<file path="src/modem_consts.svh">
`ifndef MODEM_CONSTS_SVH
`define MODEM_CONSTS_SVH

// ----------------------------------------
// Clock and timing
// ----------------------------------------
`define MODEM_CLK_MHZ 50
`define MODEM_BAUD 1200
`define MODEM_BIT_CYC (`MODEM_CLK_MHZ * 1000000 / `MODEM_BAUD)
`define MODEM_LONG_US 500
`define MODEM_SHORT_US 250
`define MODEM_LONG_CYC (`MODEM_LONG_US * `MODEM_CLK_MHZ)
`define MODEM_SHORT_CYC (`MODEM_SHORT_US * `MODEM_CLK_MHZ)
`define MODEM_STARTUP_MS 32
`define MODEM_STARTUP_CYC (`MODEM_STARTUP_MS * 1000 * `MODEM_CLK_MHZ)
// Receive classification window for one half-cycle
`define MODEM_MIN_US 125
`define MODEM_SPLIT_US 375
`define MODEM_MAX_US 750
`define MODEM_MIN_CYC (`MODEM_MIN_US * `MODEM_CLK_MHZ)
`define MODEM_SPLIT_CYC (`MODEM_SPLIT_US * `MODEM_CLK_MHZ)
`define MODEM_MAX_CYC (`MODEM_MAX_US * `MODEM_CLK_MHZ)

// ----------------------------------------
// Packet format
// ----------------------------------------
`define MODEM_FIFO_DEPTH 32
`define MODEM_SYNC_HC 12
`define MODEM_DATA_HC 48
`define MODEM_SLOTS 3
// 1 = long half-cycle, first half-cycle in the MSB
`define MODEM_SYNC_PAT 12'h801
`define MODEM_NULL_GROUP 4'hf
`define MODEM_CODE_0 4'h3
`define MODEM_CODE_1 4'h5
`define MODEM_CODE_2 4'ha
`define MODEM_CODE_3 4'hc

`endif

</file>
<file path="src/modem_pkg.sv">
package modem_pkg;

   typedef enum logic [1:0] {
      TX_IDLE = 2'h0,
      TX_STARTUP = 2'h1,
      TX_SYNC = 2'h2,
      TX_DATA = 2'h3
   } tx_state_t;

   typedef enum logic [1:0] {
      RX_HUNT = 2'h0,
      RX_RECV = 2'h1,
      RX_PUSH = 2'h2
   } rx_state_t;

   typedef struct packed {
      logic sin_s1;
      logic sin_s2;
      logic hold_s1;
      logic hold_s2;
      logic tin_s1;
      logic tin_s2;
      logic tin_prev;
      logic urx_busy;
      logic [15:0] urx_cnt;
      logic [3:0] urx_bit;
      logic [7:0] urx_sh;
      logic urx_push;
      tx_state_t tx_state;
      logic tone;
      logic key;
      logic [14:0] hc_cnt;
      logic [20:0] timer;
      logic [5:0] idx;
      logic [2:0][7:0] slots;
      logic [1:0] slot_n;
      rx_state_t rx_state;
      logic [15:0] per_cnt;
      logic [11:0] hist;
      logic [3:0] hist_n;
      logic [2:0] grp;
      logic [5:0] sym_n;
      logic [2:0][7:0] rbytes;
      logic [2:0] rdat;
      logic [2:0] rnull;
      logic [2:0] rvalid;
      logic [1:0] push_i;
      logic utx_busy;
      logic [15:0] utx_cnt;
      logic [3:0] utx_bit;
      logic [9:0] utx_sh;
      logic sout;
   } modem_state_t;

endpackage : modem_pkg

</file>
<file path="src/stream_fifo.sv">
`timescale 1ns/1ns
module stream_fifo #(
   parameter int WIDTH = 8,
   parameter int DEPTH = 8
) (
   input wire logic clock_i,
   input wire logic resetn_i,
   input wire logic in_valid_i,
   output logic in_ready_o,
   input wire logic [WIDTH-1:0] in_data_i,
   output logic out_valid_o,
   input wire logic out_ready_i,
   output logic [WIDTH-1:0] out_data_o
);
   localparam int AW = $clog2(DEPTH);

   if (DEPTH < 2 || (1 << AW) != DEPTH || WIDTH < 1) begin : g_check
      $error("stream_fifo: DEPTH must be a power of two of at least 2");
   end

   typedef struct packed {
      logic [DEPTH-1:0][WIDTH-1:0] mem;
      logic [AW:0] wr;
      logic [AW:0] rd;
   } fifo_state_t;

   fifo_state_t st;
   fifo_state_t next_st;
   logic full;
   logic empty;

   // Extra pointer bit tells full from empty
   assign full = (st.wr[AW] != st.rd[AW]) && (st.wr[AW-1:0] == st.rd[AW-1:0]);
   assign empty = (st.wr == st.rd);
   assign in_ready_o = !full;
   assign out_valid_o = !empty;
   assign out_data_o = st.mem[st.rd[AW-1:0]];

   always_comb begin
      next_st = st;
      if (in_valid_i && !full) begin
         next_st.mem[st.wr[AW-1:0]] = in_data_i;
         next_st.wr = st.wr + 1'b1;
      end
      if (out_ready_i && !empty) begin
         next_st.rd = st.rd + 1'b1;
      end
   end

   always_ff @(posedge clock_i or negedge resetn_i) begin
      if (!resetn_i) begin
         st <= '0;
      end else begin
         st <= next_st;
      end
   end
endmodule : stream_fifo

</file>
<file path="src/tone_burst_radio_modem.sv">
// Behaviour
// Host serial is 1200 baud, 8N1, both ways
// Transmit and receive each buffer 32 bytes
// Key radio on data, buffer through startup
// Packet is sync plus three byte slots
// Empty slots sent as idle pattern
// Key radio off once buffer is empty
// Half-cycles last 500 us or 250 us
// Idle and preamble send long half-cycles only
// Sync LSSSSSSSSSSL then twelve four-half-cycle groups
// Group carries two bits, byte spans four groups
// Only four group codes carry data
// Any other non-idle group drops packet
// All-long group is null, packet kept; the code drops the packet if one slot mixes null and data groups
// Output only after recognised sync code
// Received bytes buffered, sent at steady rate
// No correction or retry, bad packets dropped
// Host may hold low for continuous transmission
// Code table and bit order shared both ends
// Classify half-cycles by threshold, reject outliers
`timescale 1ns/1ns
`include "modem_consts.svh"
module tone_burst_radio_modem #(
   parameter int BIT_CYC = `MODEM_BIT_CYC,
   parameter int LONG_CYC = `MODEM_LONG_CYC,
   parameter int SHORT_CYC = `MODEM_SHORT_CYC,
   parameter int STARTUP_CYC = `MODEM_STARTUP_CYC,
   parameter int MIN_CYC = `MODEM_MIN_CYC,
   parameter int SPLIT_CYC = `MODEM_SPLIT_CYC,
   parameter int MAX_CYC = `MODEM_MAX_CYC,
   parameter int FIFO_DEPTH = `MODEM_FIFO_DEPTH
) (
   input wire logic clock_i,
   input wire logic resetn_i,
   input wire logic modem_serial_in_i,
   input wire logic transmit_hold_n_i,
   input wire logic tone_in_i,
   output logic modem_serial_out_o,
   output logic radio_key_o,
   output logic tone_o
);
   if (BIT_CYC < 4 || BIT_CYC > 65535 || SHORT_CYC < 1 || SHORT_CYC >= LONG_CYC
       || LONG_CYC > 32767 || STARTUP_CYC > 2097151 || MIN_CYC >= SPLIT_CYC
       || SPLIT_CYC >= MAX_CYC || MAX_CYC > 65534) begin : g_check
      $error("tone_burst_radio_modem: timing parameters out of range");
   end

   localparam logic [15:0] BIT_N = 16'(BIT_CYC);
   localparam logic [15:0] HALF_N = 16'(BIT_CYC / 2);
   localparam logic [14:0] LONG_N = 15'(LONG_CYC);
   localparam logic [14:0] SHORT_N = 15'(SHORT_CYC);
   localparam logic [20:0] STARTUP_N = 21'(STARTUP_CYC);
   localparam logic [15:0] MIN_N = 16'(MIN_CYC);
   localparam logic [15:0] SPLIT_N = 16'(SPLIT_CYC);
   localparam logic [15:0] MAX_N = 16'(MAX_CYC);
   localparam logic [5:0] SYNC_LAST = 6'(`MODEM_SYNC_HC - 1);
   localparam logic [5:0] DATA_LAST = 6'(`MODEM_DATA_HC - 1);
   localparam logic [1:0] SLOTS = 2'(`MODEM_SLOTS);

   localparam modem_pkg::modem_state_t RESET_ST = '{
      sin_s1: 1'b1, sin_s2: 1'b1, hold_s1: 1'b1, hold_s2: 1'b1, sout: 1'b1,
      tx_state: modem_pkg::TX_IDLE, rx_state: modem_pkg::RX_HUNT, default: '0};

   modem_pkg::modem_state_t st;
   modem_pkg::modem_state_t next_st;

   logic tx_in_ready;
   logic tx_out_valid;
   logic [7:0] tx_out_data;
   logic tx_pop;
   logic rx_in_valid;
   logic rx_in_ready;
   logic [7:0] rx_in_data;
   logic rx_out_valid;
   logic [7:0] rx_out_data;
   logic rx_pop;
   logic edge_seen;
   logic sym_ok;
   logic sym_l;
   logic [3:0] code;
   logic [2:0] dec;
   logic [1:0] slot;

   // ----------------------------------------
   // Group coding
   // ----------------------------------------
   function automatic logic [3:0] enc(input logic [1:0] bits);
      unique case (bits)
         2'h0: return `MODEM_CODE_0;
         2'h1: return `MODEM_CODE_1;
         2'h2: return `MODEM_CODE_2;
         2'h3: return `MODEM_CODE_3;
      endcase
   endfunction : enc

   // Returns {valid, bits}
   function automatic logic [2:0] decode(input logic [3:0] c);
      unique case (c)
         `MODEM_CODE_0: return 3'h4;
         `MODEM_CODE_1: return 3'h5;
         `MODEM_CODE_2: return 3'h6;
         `MODEM_CODE_3: return 3'h7;
         default: return 3'h0;
      endcase
   endfunction : decode

   // Long or short for data half-cycle i; low bit pair of a byte goes first
   function automatic logic data_long(input logic [5:0] i, input logic [1:0] n,
                                      input logic [2:0][7:0] b);
      logic [3:0] c;
      c = enc(2'(b[i[5:4]] >> {i[3:2], 1'b0}));
      return (i[5:4] >= n) ? 1'b1 : c[~i[1:0]];
   endfunction : data_long

   // ----------------------------------------
   // Buffers
   // ----------------------------------------
   stream_fifo #(.WIDTH(8), .DEPTH(FIFO_DEPTH)) u_tx_fifo (
      .clock_i(clock_i),
      .resetn_i(resetn_i),
      .in_valid_i(st.urx_push),
      .in_ready_o(tx_in_ready),
      .in_data_i(st.urx_sh),
      .out_valid_o(tx_out_valid),
      .out_ready_i(tx_pop),
      .out_data_o(tx_out_data)
   );

   stream_fifo #(.WIDTH(8), .DEPTH(FIFO_DEPTH)) u_rx_fifo (
      .clock_i(clock_i),
      .resetn_i(resetn_i),
      .in_valid_i(rx_in_valid),
      .in_ready_o(rx_in_ready),
      .in_data_i(rx_in_data),
      .out_valid_o(rx_out_valid),
      .out_ready_i(rx_pop),
      .out_data_o(rx_out_data)
   );

   always_comb begin
      next_st = st;
      tx_pop = 1'b0;
      rx_in_valid = 1'b0;
      rx_in_data = st.rbytes[st.push_i];
      rx_pop = 1'b0;
      code = 4'h0;
      dec = 3'h0;
      slot = st.sym_n[5:4];
      sym_ok = (st.per_cnt >= MIN_N) && (st.per_cnt <= MAX_N);
      sym_l = (st.per_cnt >= SPLIT_N);
      edge_seen = (st.tin_s2 != st.tin_prev);

      next_st.sin_s1 = modem_serial_in_i;
      next_st.sin_s2 = st.sin_s1;
      next_st.hold_s1 = transmit_hold_n_i;
      next_st.hold_s2 = st.hold_s1;
      next_st.tin_s1 = tone_in_i;
      next_st.tin_s2 = st.tin_s1;
      next_st.tin_prev = st.tin_s2;

      // ----------------------------------------
      // Host serial receiver
      // ----------------------------------------
      next_st.urx_push = 1'b0;
      if (!st.urx_busy) begin
         if (!st.sin_s2) begin
            next_st.urx_busy = 1'b1;
            next_st.urx_cnt = HALF_N;
            next_st.urx_bit = 4'h0;
         end
      end else if (st.urx_cnt != 16'h0) begin
         next_st.urx_cnt = st.urx_cnt - 16'h1;
      end else begin
         next_st.urx_cnt = BIT_N - 16'h1;
         next_st.urx_bit = st.urx_bit + 4'h1;
         if (st.urx_bit == 4'h0) begin
            // Glitch rather than a start bit
            next_st.urx_busy = !st.sin_s2;
         end else if (st.urx_bit < 4'h9) begin
            next_st.urx_sh = {st.sin_s2, st.urx_sh[7:1]};
         end else begin
            // Bad stop bit or full buffer: byte lost, host has no flow control
            next_st.urx_busy = 1'b0;
            next_st.urx_push = st.sin_s2 && tx_in_ready;
         end
      end

      // ----------------------------------------
      // Packet coder
      // ----------------------------------------
      tx_pop = (st.tx_state == modem_pkg::TX_SYNC) && (st.slot_n != SLOTS) && tx_out_valid;
      if (tx_pop) begin
         next_st.slots[st.slot_n] = tx_out_data;
         next_st.slot_n = st.slot_n + 2'h1;
      end
      if (st.tx_state == modem_pkg::TX_IDLE) begin
         if (tx_out_valid || !st.hold_s2) begin
            next_st.tx_state = modem_pkg::TX_STARTUP;
            next_st.key = 1'b1;
            next_st.timer = STARTUP_N;
            next_st.hc_cnt = LONG_N - 15'h1;
            next_st.tone = 1'b1;
         end
      end else begin
         if (st.timer != 21'h0) begin
            next_st.timer = st.timer - 21'h1;
         end
         if (st.hc_cnt != 15'h0) begin
            next_st.hc_cnt = st.hc_cnt - 15'h1;
         end else begin
            next_st.tone = !st.tone;
            next_st.hc_cnt = LONG_N - 15'h1;
            unique case (st.tx_state)
               modem_pkg::TX_STARTUP: begin
                  // Preamble of long half-cycles covers radio start-up
                  if (st.timer == 21'h0) begin
                     next_st.tx_state = modem_pkg::TX_SYNC;
                     next_st.idx = 6'h0;
                     next_st.slot_n = 2'h0;
                  end
               end
               modem_pkg::TX_SYNC: begin
                  next_st.idx = st.idx + 6'h1;
                  if (st.idx == SYNC_LAST) begin
                     next_st.tx_state = modem_pkg::TX_DATA;
                     next_st.idx = 6'h0;
                     if (!data_long(6'h0, st.slot_n, st.slots)) begin
                        next_st.hc_cnt = SHORT_N - 15'h1;
                     end
                  end else if (st.idx + 6'h1 != SYNC_LAST) begin
                     next_st.hc_cnt = SHORT_N - 15'h1;
                  end
               end
               modem_pkg::TX_DATA: begin
                  next_st.idx = st.idx + 6'h1;
                  if (st.idx == DATA_LAST) begin
                     if (tx_out_valid || !st.hold_s2) begin
                        next_st.tx_state = modem_pkg::TX_SYNC;
                        next_st.idx = 6'h0;
                        next_st.slot_n = 2'h0;
                     end else begin
                        next_st.tx_state = modem_pkg::TX_IDLE;
                        next_st.key = 1'b0;
                        next_st.tone = 1'b0;
                     end
                  end else if (!data_long(st.idx + 6'h1, st.slot_n, st.slots)) begin
                     next_st.hc_cnt = SHORT_N - 15'h1;
                  end
               end
               modem_pkg::TX_IDLE: begin
               end
            endcase
         end
      end

      // ----------------------------------------
      // Packet decoder
      // ----------------------------------------
      if (edge_seen) begin
         next_st.per_cnt = 16'h1;
      end else if (st.per_cnt != 16'hffff) begin
         next_st.per_cnt = st.per_cnt + 16'h1;
      end
      unique case (st.rx_state)
         modem_pkg::RX_HUNT: begin
            if (edge_seen) begin
               if (!sym_ok) begin
                  next_st.hist_n = 4'h0;
               end else begin
                  next_st.hist = {st.hist[10:0], sym_l};
                  if (st.hist_n != 4'hc) begin
                     next_st.hist_n = st.hist_n + 4'h1;
                  end
                  // Noise never gets past here without a full sync match
                  if (st.hist_n >= 4'hb && {st.hist[10:0], sym_l} == `MODEM_SYNC_PAT) begin
                     next_st.rx_state = modem_pkg::RX_RECV;
                     next_st.sym_n = 6'h0;
                     next_st.rdat = 3'h0;
                     next_st.rnull = 3'h0;
                     next_st.hist_n = 4'h0;
                  end
               end
            end
         end
         modem_pkg::RX_RECV: begin
            if (st.per_cnt > MAX_N || (edge_seen && !sym_ok)) begin
               next_st.rx_state = modem_pkg::RX_HUNT;
            end else if (edge_seen) begin
               next_st.grp = {st.grp[1:0], sym_l};
               next_st.sym_n = st.sym_n + 6'h1;
               if (st.sym_n[1:0] == 2'h3) begin
                  code = {st.grp, sym_l};
                  dec = decode(code);
                  if (code == `MODEM_NULL_GROUP) begin
                     next_st.rnull[slot] = 1'b1;
                  end else if (dec[2]) begin
                     next_st.rdat[slot] = 1'b1;
                     next_st.rbytes[slot] = {dec[1:0], st.rbytes[slot][7:2]};
                  end else begin
                     next_st.rx_state = modem_pkg::RX_HUNT;
                  end
                  if (dec[2] || code == `MODEM_NULL_GROUP) begin
                     if (st.sym_n == DATA_LAST) begin
                        // A slot mixing null and data groups is corrupt
                        if ((next_st.rdat & next_st.rnull) != 3'h0) begin
                           next_st.rx_state = modem_pkg::RX_HUNT;
                        end else begin
                           next_st.rx_state = modem_pkg::RX_PUSH;
                           next_st.rvalid = next_st.rdat;
                           next_st.push_i = 2'h0;
                        end
                     end
                  end
               end
            end
         end
         modem_pkg::RX_PUSH: begin
            // Edges seen here are lost; a sync edge lost while the buffer is full drops the following packet whole
            if (st.push_i == SLOTS) begin
               next_st.rx_state = modem_pkg::RX_HUNT;
            end else if (!st.rvalid[st.push_i]) begin
               next_st.push_i = st.push_i + 2'h1;
            end else begin
               rx_in_valid = 1'b1;
               if (rx_in_ready) begin
                  next_st.push_i = st.push_i + 2'h1;
               end
            end
         end
         default: begin
            next_st.rx_state = modem_pkg::RX_HUNT;
         end
      endcase

      // ----------------------------------------
      // Host serial transmitter
      // ----------------------------------------
      if (!st.utx_busy) begin
         next_st.sout = 1'b1;
         if (rx_out_valid) begin
            rx_pop = 1'b1;
            next_st.utx_busy = 1'b1;
            next_st.utx_sh = {1'b1, rx_out_data, 1'b0};
            next_st.utx_cnt = BIT_N - 16'h1;
            next_st.utx_bit = 4'h0;
            next_st.sout = 1'b0;
         end
      end else if (st.utx_cnt != 16'h0) begin
         next_st.utx_cnt = st.utx_cnt - 16'h1;
      end else if (st.utx_bit == 4'h9) begin
         next_st.utx_busy = 1'b0;
      end else begin
         next_st.utx_cnt = BIT_N - 16'h1;
         next_st.utx_bit = st.utx_bit + 4'h1;
         next_st.utx_sh = {1'b1, st.utx_sh[9:1]};
         next_st.sout = st.utx_sh[1];
      end
   end

   always_ff @(posedge clock_i or negedge resetn_i) begin
      if (!resetn_i) begin
         st <= RESET_ST;
      end else begin
         st <= next_st;
      end
   end

   assign modem_serial_out_o = st.sout;
   assign radio_key_o = st.key;
   assign tone_o = st.tone;
endmodule : tone_burst_radio_modem

</file>
<file path="config.mk">
export PLATFORM = sky130hd
export DESIGN_NAME = tone_burst_radio_modem
export DESIGN_NICKNAME = d
export VERILOG_FILES = /design/src/modem_pkg.sv /design/src/stream_fifo.sv /design/src/tone_burst_radio_modem.sv
export VERILOG_INCLUDE_DIRS = /design/src /design/src/src
export SDC_FILE = /design/constraint.sdc
export NUM_CORES = 1
export LEC_CHECK = 0
export ABC_AREA = 1
export BUFFER_PORTS_ARGS = -buffer_cell sky130_fd_sc_hd__buf_2
export CORE_AREA = 2 2 247 249
export CTS_BUF_LIST = sky130_fd_sc_hd__clkbuf_8
export CTS_CLUSTER_DIAMETER = 40
export DETAILED_ROUTE_END_ITERATION = 10
export DIE_AREA = 0 0 249 251
export PLACE_DENSITY = 0.84
export SKIP_LAST_GASP = 1
export SLEW_MARGIN = 20
export SYNTH_ARGS = -nofsm -noshare
export SYNTH_HDL_FRONTEND = slang
export SYNTH_SLANG_ARGS = --single-unit
</file>
<file path="constraint.sdc">
create_clock -name clock_i -period 4.45 [get_ports clock_i]
set_clock_uncertainty 0.05 [all_clocks]
set_input_delay 0 -clock clock_i [delete_from_list [all_inputs] [get_ports clock_i]]
set_output_delay 0 -clock clock_i [all_outputs]
set_load 0.01 [all_outputs]
</file>
# == Yosys cells after proc, flatten, opt, wreduce, memory -nomap -nowiden ==
# Index checks and enable logic that the tools add are counted.
# op_classes
addsub,16
n_lt_le_gt_ge,21
eq_ne,64
shifts,1
n_mux,142
bitwise_logic,10
n_reduce_logical,65
# ops
operator,n
$bwmux W256,2
$mux W27,6
$mux W15,7
$mux W41,2
$bmux W8 S5,2
$demux W8 S5,2
$mux W40,2
$mux W8,10
$mux W16,4
$mux W32,2
$mux W21,3
$mux W2,26
$mux W4,13
$bmux W8 S2,3
$bwmux W24,2
$mux W6,7
$ne A2 B2 Y1 const B,20
$add A6 B1 Y6 const B,6
$mux W35,1
$demux W8 S2,2
$pmux W4 S4,2
$reduce_bool A16 Y1,2
$sub A16 B1 Y16 const B,2
$mux W31,1
other kinds (71),190
# word_totals
register_bits,754
inputBits,5
output_inout_bits,3
elab_cells,427

# == Depth between registers and ports, before layout ==
# Gate-level depths: netlist of run 1.
# logic_depth
depth_word,23
depth_mapped,17
ltp_nobuf,17

# == Modules after synthesis ==
# A second synthesis of run 1 with hierarchy kept.
# unflattened
cells_unflattened,5199
area_unflattened_um2,39744.4
# by_module_without_submodules
module,n_inst,cells_per_inst,area_per_inst_um2,seq_area_each_um2
stream_fifo (u_rx_fifo),1,1909,14107.3,6706.4
stream_fifo (u_tx_fifo),1,1843,13963.4,6706.4
tone_burst_radio_modem,1,1447,11673.7,5436.5

# == Least setup slack after synthesis of run 1 ==
# OpenSTA, ideal clock, no wires.
# synth_timing
path_type,register to register
start,register u_tx_fifo.st[8] in the netlist's numbering
end,register st[176] in the netlist's numbering
setup_time_ns,0.122
t_arrival_ns,2.333
t_required_ns,4.278
setup_slack_ns,1.945
path_stages_with_launch,15
path_buffers,2
synth_period_minus_slack_ns,2.505
path_cell_list,dfrtp_1 > buf_4 > inv_2 > nand2_1 > o2111ai_1 > nor3_2 > nand3_1 > inv_1 > ha_1 > clkbuf_1 > nor4_1 > nand3_1 > nor3_1 > xnor2_1 > nand2_1
# synth_between
elab_chain_cells,4
# synth_rtl
element,line_no,source
"start, declared",stream_fifo.sv:27,fifo_state_t st;
"start signal, assigned",stream_fifo.sv:54,st <= next_st;
$eq A6 B6 Y1,stream_fifo.sv:34,assign empty = (st.wr == st.rd);
$logic_not A1 Y1,stream_fifo.sv:36,assign out_valid_o = !empty;
$logic_or A1 B1 Y1,tone_burst_radio_modem.sv:197,if (tx_out_valid || !st.hold_s2) begin
$ne A2 B1 Y1 (no line),n/a,
"end signal, assigned",tone_burst_radio_modem.sv:364,st <= next_st;
"end, declared",tone_burst_radio_modem.sv:64,modem_pkg::modem_state_t st;
# No other way between the ends.
# A chain may end at the register's enable or synchronous reset.

# == Worst setup path after layout of run 1 ==
# layout_timing
start,register u_tx_fifo.st[1] in the netlist's numbering
end,register st[126] in the netlist's numbering
# layout_between
elab_chain_cells,3
word_cells_on_any_way,6
cone_classes,eq/ne (1); mux (3); reduce/logical (2)
# layout_rtl
element,line_no
$bmux W8 S5 or $eq A6 B6 Y1 (tied branches),"stream_fifo.sv:37, stream_fifo.sv:34"
$mux W8 (not written as such) or $logic_not A1 Y1 (tied branches),"stream_fifo.sv:37, stream_fifo.sv:36"
$bwmux W24 or $logic_and A1 B1 Y1 (tied branches),"tone_burst_radio_modem.sv:193, tone_burst_radio_modem.sv:191"
# Parallel ways exist; a longest one is shown, timed or not. The select of a mux whose other input is x is not followed.

==> impl_metrics.json, run 1 <==
{
  "synthDistinctLibCells": 57,
  "core_area_um2": 59790,
  "max_freq_ghz": 0.2840,
  "synth_most_common_cell": "nand2_1",
  "cts_tree": "done",
  "required_ns": 5.03,
  "finalHoldViolCount": 0,
  "synth_area_um2": 35700,
  "ios": 8,
  "grt_pass1_wl_mm": 145.9,
  "seq_area_frac_synth_pct": 52.80,
  "synth_top_area_cell": "dfrtp_1",
  "drt_iter0_drc": 3504,
  "tightestPinTransition_ns": 1.121,
  "top_layer_used": "met4",
  "timing.setup.tns_ns": 0,
  "synth_seq_cells": 753,
  "syn-num-nets": 4316,
  "drtPass1Iterations": 6,
  "hold_path_end": "st[215]",
  "ys_warn_count": 0,
  "start_util_pct": 59.71,
  "setup_viol": 0,
  "status": "completed",
  "worstRegToRegCells": 7,
  "worstSkewPairLatency_ns": 0.79,
  "cts_setup_buffers": 0,
  "die_w_um": 249,
  "dieArea_um2": 62500,
  "crit_path_start_kind": "flip-flop",
  "powerDensity_nw_per_um2": 351.3,
  "hpwlAfterDp_mm": 53.83,
  "peakVddDrop_mv": 0.2896,
  "seq_area_um2": 18860,
  "holdPathStages": 0,
  "route.met3.wl_mm": 6.642,
  "wl_met1_mm": 37.82,
  "final_nets": 4252,
  "setup_slack_ns": 0.9284,
  "synth_common_cells": "991 x nand2_1, 869 x o21ai_0, 748 x dfrtp_1, 443 x nor2_1, 204 x inv_1",
  "rsz0062_at_grt": "no",
  "cts_buffer_depth": 3,
  "cts_made_buffers": 132,
  "grt_use_total_pct": 28.31,
  "postSynthCellCount": 4269,
  "crit_path_end_kind": "flip-flop",
  "min_period_ns": 3.522,
  "synth_area_leaders": "dfrtp_1 52%, o21ai_0 12%, nand2_1 10%",
  "route.detailed.drc": 0,
  "via_count": 30320,
  "grt_max_degree": 172,
  "path_max_fanout": 66,
  "maxSlewViolCount": 0,
  "synth_flop_cell": "dfrtp_1",
  "fin_crit_sh_pct": 79.14,
  "numPortBuffers": 7,
  "max_slew_margin_pct": 24.98,
  "async_reset_ff_share_pct": 100.0,
  "synth_top_area_share_pct": 52.43,
  "n_fill_cell": 4763,
  "place_ws_ns": 1.075,
  "die_h_um": 251,
  "drive_above_1_share_pct": 7.892,
  "final_antenna_net_count": 0,
  "synth.avg_cell_area_um2": 8.363,
  "r2r_slack_ns": 0.93,
  "met2_length_mm": 40.70,
  "totalPowerFinal_mw": 13.65,
  "htreeDepth": 4,
  "clkTransAtPathRegs_ns": 0.06,
  "critPathKind": "reg -> reg",
  "multi_input_area_um2": 14910,
  "cts-root-buf": "clkbuf_8",
  "routedWlPerCell_um": 17.24,
  "gp_congestion": 0.9499,
  "grt_pass1_vias": 28880,
  "hold_class": "reg -> reg",
  "row_count": 90,
  "arrival_ns": 4.10,
  "grt_antenna_before_repair": 1,
  "grt_overflow": 0,
  "leakage_nw": 17.57,
  "cap_violations": 0,
  "wl_mm": 87.76,
  "cts.sinks": 753,
  "rr_endpoint": "st[126]",
  "synth_edf_count": 0,
  "areaGrowthSynthToFinish_pct": 8.811,
  "timing.rr.start": "u_tx_fifo.st[1]",
  "min_from": "next_st[215]",
  "avgViaCountPerCell": 5.956
}
[cells by family (layout without fill, tap and decap cells)]
kind of cell | count (synthesis) | count (layout) | share of synthesized area [%]
simple gates | 1720 | 1720 | 20.14
compound gates | 1218 | 1218 | 18.55
flops | 753 | 753 | 52.80
buf+inv | 473 | 512 | 5.478
xor+xnor | 61 | 61 | 1.496
fa+ha+maj | 42 | 42 | 1.472
mux | 2 | 2 | 0.05958
other cells | 0 | 1 | 0
[per-layer routing]
layer,up-vias,GRT usage (%)
li1,14230,-
met1,14570,39.09
met2,1304,44.63
met3,214,5.125
met4,0,11.58
met5,-,0
[worst max-delay path: stages, from the launching register on]
cell and delay [ns]:
dfrtp_2 0.71, clkinv_2 0.91, o21ai_0 0.33, o22ai_1 0.12
o211ai_1 0.34, nand3_1 0.17, o21ai_0 0.55, o21ai_0 0.15
[metrics by stage]
stage / std cells / instance area (um2) / utilization [%] / hold slack, ns
detailed placement: 4844 / 35960 / 60.15 / -0.05443
finish: 5091 / 38850 / 64.97 / 0.2864
global route: 5091 / 38850 / 64.97 / 0.2931
CTS: 5090 / 38840 / 64.96 / 0.2883
global placement: 4843 / 35950 / 60.13 / -0.05114
floorplan: 4269 / 35700 / - / -0.3456
[sequential cells by signal (all words and copies together), names as in the netlist]
| register | cells |
|---|---|
| slot | 2 |
| modem_serial_out_o | 1 |
| radio_key_o | 1 |
| tone_o | 1 |
| next_st | 4 |
| u_rx_fifo.st | 268 |
| st | 208 |
| u_tx_fifo.st | 268 |
[power by group]
part	switching (mW)	total, mW	leakage (nW)	internal (mW)
Clock	2.95	6.57	1.55	3.62
Sequential	0.0130	6.88	10.3	6.86
Combinational	0.165	0.201	5.67	0.0357
Total	3.13	13.6	17.6	10.5
[worst max path at each step]
stage / from / end / slack (ns) / cells past startpoint
detailed placement: u_rx_fifo.st[1] / st[13] / 1.07 / 13
CTS: u_tx_fifo.st[2] / st[181] / 1.06 / 14
global placement: u_rx_fifo.st[1] / st[13] / 1.18 / 13
floorplan: u_tx_fifo.st[8] / st[176] / 1.94 / 14
finish: u_tx_fifo.st[1] / st[126] / 0.93 / 7
global route: u_tx_fifo.st[2] / st[181] / 0.69 / 14
[what timing repair did]
| action | in CTS | in global routing |
|---|---|---|
| hold buffers | 9 | 0 |
| hold endpoints to repair | 751 | 0 |
| resized for setup | 0 | 0 |
[final cells by class]
type	count	share of cell area (%)
sequential	753	48.54
multi-input combinational	3043	38.39
clock buffer	162	5.739
tap	782	2.519
timing repair buffer	48	1.182
clock inverter	75	1.391
antenna	1	0.006442
inverter	227	2.229
[placed cells by master, fill, tap and decap left out, types with 16 or more instances in the layout]
cell type / synthesis / routed
o21a_1: 21 / 20
o21ai_0: 869 / 869
xor2_1: 43 / 43
ha_1: 42 / 42
xnor2_1: 18 / 18
inv_1: 204 / 233
clkbuf_8: 0 / 162
a21oi_1: 79 / 79
nand2_1: 991 / 991
buf_4: 7 / 26
nor2_1: 443 / 443
o21ai_1: 48 / 48
o221ai_1: 54 / 54
o211ai_1: 23 / 23
dfrtp_1: 748 / 745
nand4_1: 43 / 43
nand3_1: 126 / 126
clkinv_2: 0 / 16
o22ai_1: 92 / 92
nor3_1: 32 / 32
No activity file was read; power rests on OpenSTA's default activity.
==> run 2: changes to the inputs <==
--- a/config.mk
+++ b/config.mk
@@ -13,7 +13,7 @@
 export CTS_CLUSTER_DIAMETER = 40
 export DETAILED_ROUTE_END_ITERATION = 10
 export DIE_AREA = 0 0 249 251
-export PLACE_DENSITY = 0.84
+export PLACE_DENSITY = 0.87
 export SKIP_LAST_GASP = 1
 export SLEW_MARGIN = 20
 export SYNTH_ARGS = -nofsm -noshare
==> constraint.sdc (replaced) <==
create_clock -name clock_i -period 3 [get_ports clock_i]
set_clock_uncertainty 0.05 [all_clocks]
set_input_delay 0 -clock clock_i [delete_from_list [all_inputs] [get_ports clock_i]]
set_output_delay 0 -clock clock_i [all_outputs]
set_load 0.01 [all_outputs]
==> impl_metrics.json, run 2 (synthesis results as in run 1) <==
{
  "status": "completed",
  "pwr-share-seq_pct": 50.4,
  "drt_iter0_drc": 3537,
  "row_count": 90,
  "cts-root-buf": "clkbuf_8",
  "place_ws_ns": 0.3192,
  "die_h_um": 251,
  "fin_crit_sh_pct": 92.90,
  "p_comb_share_pct": 1.5,
  "multi_input_area_um2": 14910,
  "grt_max_degree": 131,
  "htreeDepth": 4,
  "crit_path_cell_trace": "inv_1 > ha_1 > inv_1 > or2_2 > nor2_2 > nand2_4 > nor2_4 > nand2_1 > nand2_1 > o21ai_0",
  "cts_made_buffers": 132,
  "route.detailed.drc": 0,
  "crit_path_start_kind": "flip-flop",
  "fin_util_pct": 65.49,
  "grt_pass1_vias": 29780,
  "totalPowerFinal_mw": 20.23,
  "worstSkewPairLatency_ns": 0.79,
  "drtPass1Iterations": 6,
  "final_antenna_net_count": 0,
  "gr-usage-met1_pct": 39.14,
  "max_slew_margin_pct": 47.37,
  "seq_area_um2": 18860,
  "cap_violations": 0,
  "powerDensity_nw_per_um2": 516.6,
  "grt_use_total_pct": 29.18,
  "n_fill_cell": 4667,
  "timing.setup.tns_ns": 0,
  "leakage_nw": 17.79,
  "path_max_fanout": 16,
  "setup_viol": 0,
  "gp_congestion": 0.9192,
  "top_usage_layer": "met2",
  "final_nets": 4290,
  "grt_pass1_wl_mm": 149.8,
  "die_w_um": 249,
  "avgViaCountPerCell": 5.988,
  "dieArea_um2": 62500,
  "ios": 8,
  "cts_tree": "done",
  "cp_slowest_cell": "nand2_1",
  "maxSlewViolCount": 0,
  "numPortBuffers": 7,
  "arrival_ns": 3.38,
  "rsz0062_at_grt": "no",
  "cts.sinks": 753,
  "areaGrowthSynthToFinish_pct": 9.683,
  "pwr-share-clk_pct": 48.0,
  "finalHoldViolCount": 0,
  "wl_mm": 89.90,
  "grt_overflow": 0,
  "setup_slack_ns": 0.2129,
  "clkTransAtPathRegs_ns": 0.06,
  "start_util_pct": 59.71,
  "required_ns": 3.60,
  "p_switching_mw": 4.663,
  "routedWlPerCell_um": 17.52,
  "met2_usage_pct": 47.10,
  "worst_path_largest_cell_delay_ns": 0.43,
  "max_freq_ghz": 0.3588,
  "grt_antenna_before_repair": 1,
  "reg.largest.list": "u_rx_fifo.st (268), u_tx_fifo.st (268), st (208)",
  "final_common_cell": "nand2_1",
  "p_int_mw": 15.57,
  "cts_setup_buffers": 0,
  "min_period_ns": 2.787,
  "stdcell_count": 5131,
  "core_area_um2": 59790,
  "mostFrequentLayoutCells": "991 x nand2_1, 869 x o21ai_0, 745 x dfrtp_1, 443 x nor2_1, 251 x inv_1",
  "hpwlAfterDp_mm": 55.08,
  "critPathKind": "reg -> reg",
  "peakVddDrop_mv": 0.4722,
  "cts_buffer_depth": 3,
  "tightestPinTransition_ns": 0.7870,
  "hold_class": "reg -> reg",
  "drive_above_1_share_pct": 8.464,
  "crit_path_end_kind": "flip-flop",
  "via_count": 30720,
  "p_sw_share_pct": 23.05,
  "post-place-cells": 4882,
  "gr-usage-met3_pct": 5.084
}
run 2: cell types whose count changed in the layout (fill, tap and decap cells not counted), moves of 2 or more:
cell      delta
buf_12       +5
inv_1       +18
inv_6        +2
buf_4       +34
clkinv_2     -4
inv_8        -2
clkinv_1     -7
clkbuf_8     -5
run 2: final timing paths:
kind | start | to | slack (ns) | cells past startpoint
setup / recovery | st[108] | u_rx_fifo.st[142] | 0.21 | 10
hold / removal | next_st[213] | next_st[212] | 0.27 | 0
setup reg to reg | st[108] | u_rx_fifo.st[142] | 0.21 | 10
hold reg to reg | next_st[213] | next_st[212] | 0.27 | 0
max in group asynchronous | resetn_i | u_tx_fifo.st[194] | 1.89 | 4
min in group asynchronous | resetn_i | st[82] | 0.45 | 4
run 2: area by class of cell:
cell class,instances,share of cell area [%]
sequential,753,48.16
multi-input combinational,3043,38.08
clock buffer,157,5.518
tap,782,2.499
inverter,227,2.217
timing repair buffer,86,2.051
clock inverter,82,1.470
antenna,1,0.006390
run 2: metrics by stage:
stage	hold WS, ns	instance area (um2)
global placement	-0.01418	36310
global route	0.2867	39160
detailed placement	-0.005606	36310
CTS	0.2764	39150
floorplan	-0.3456	35700
finish	0.2691	39160
run 2: power by group through the flow:
stage	logic (mW)	clock network, mW	registers [mW]
after CTS	0.325	9.82	10.2
after floorplan	0.0533	0	10.4
after global placement	0.303	0	10.4
after detailed placement	0.310	0	10.4
after global routing	0.369	10.3	10.2
final	0.313	9.72	10.2
run 2: critical path: cells and delay by family, from the launching register on:
| kind | cells | cell delay, ns |
|---|---|---|
| flip-flops | 1 | 0.39 |
| AND/OR/NAND/NOR | 6 | 1.67 |
| buffers and inverters | 2 | 0.17 |
| adder cells (fa/ha/maj) | 1 | 0.21 |
| AO/OA/AOI/OAI | 1 | 0.11 |
run 2: repair_timing:
item,4_1_cts,5_1_grt
hold buffers,9,0
resized for setup,0,1
endpoints found under the hold margin,756,0
setup endpoints to repair,0,1
run 2: layer usage:
metal | share of wire, % | vias up
li1 | - | 14290
met1 | 42 | 14790
met2 | 47 | 1408
met3 | 7.6 | 241
met4 | 3.3 | 0
met5 | 0 | -
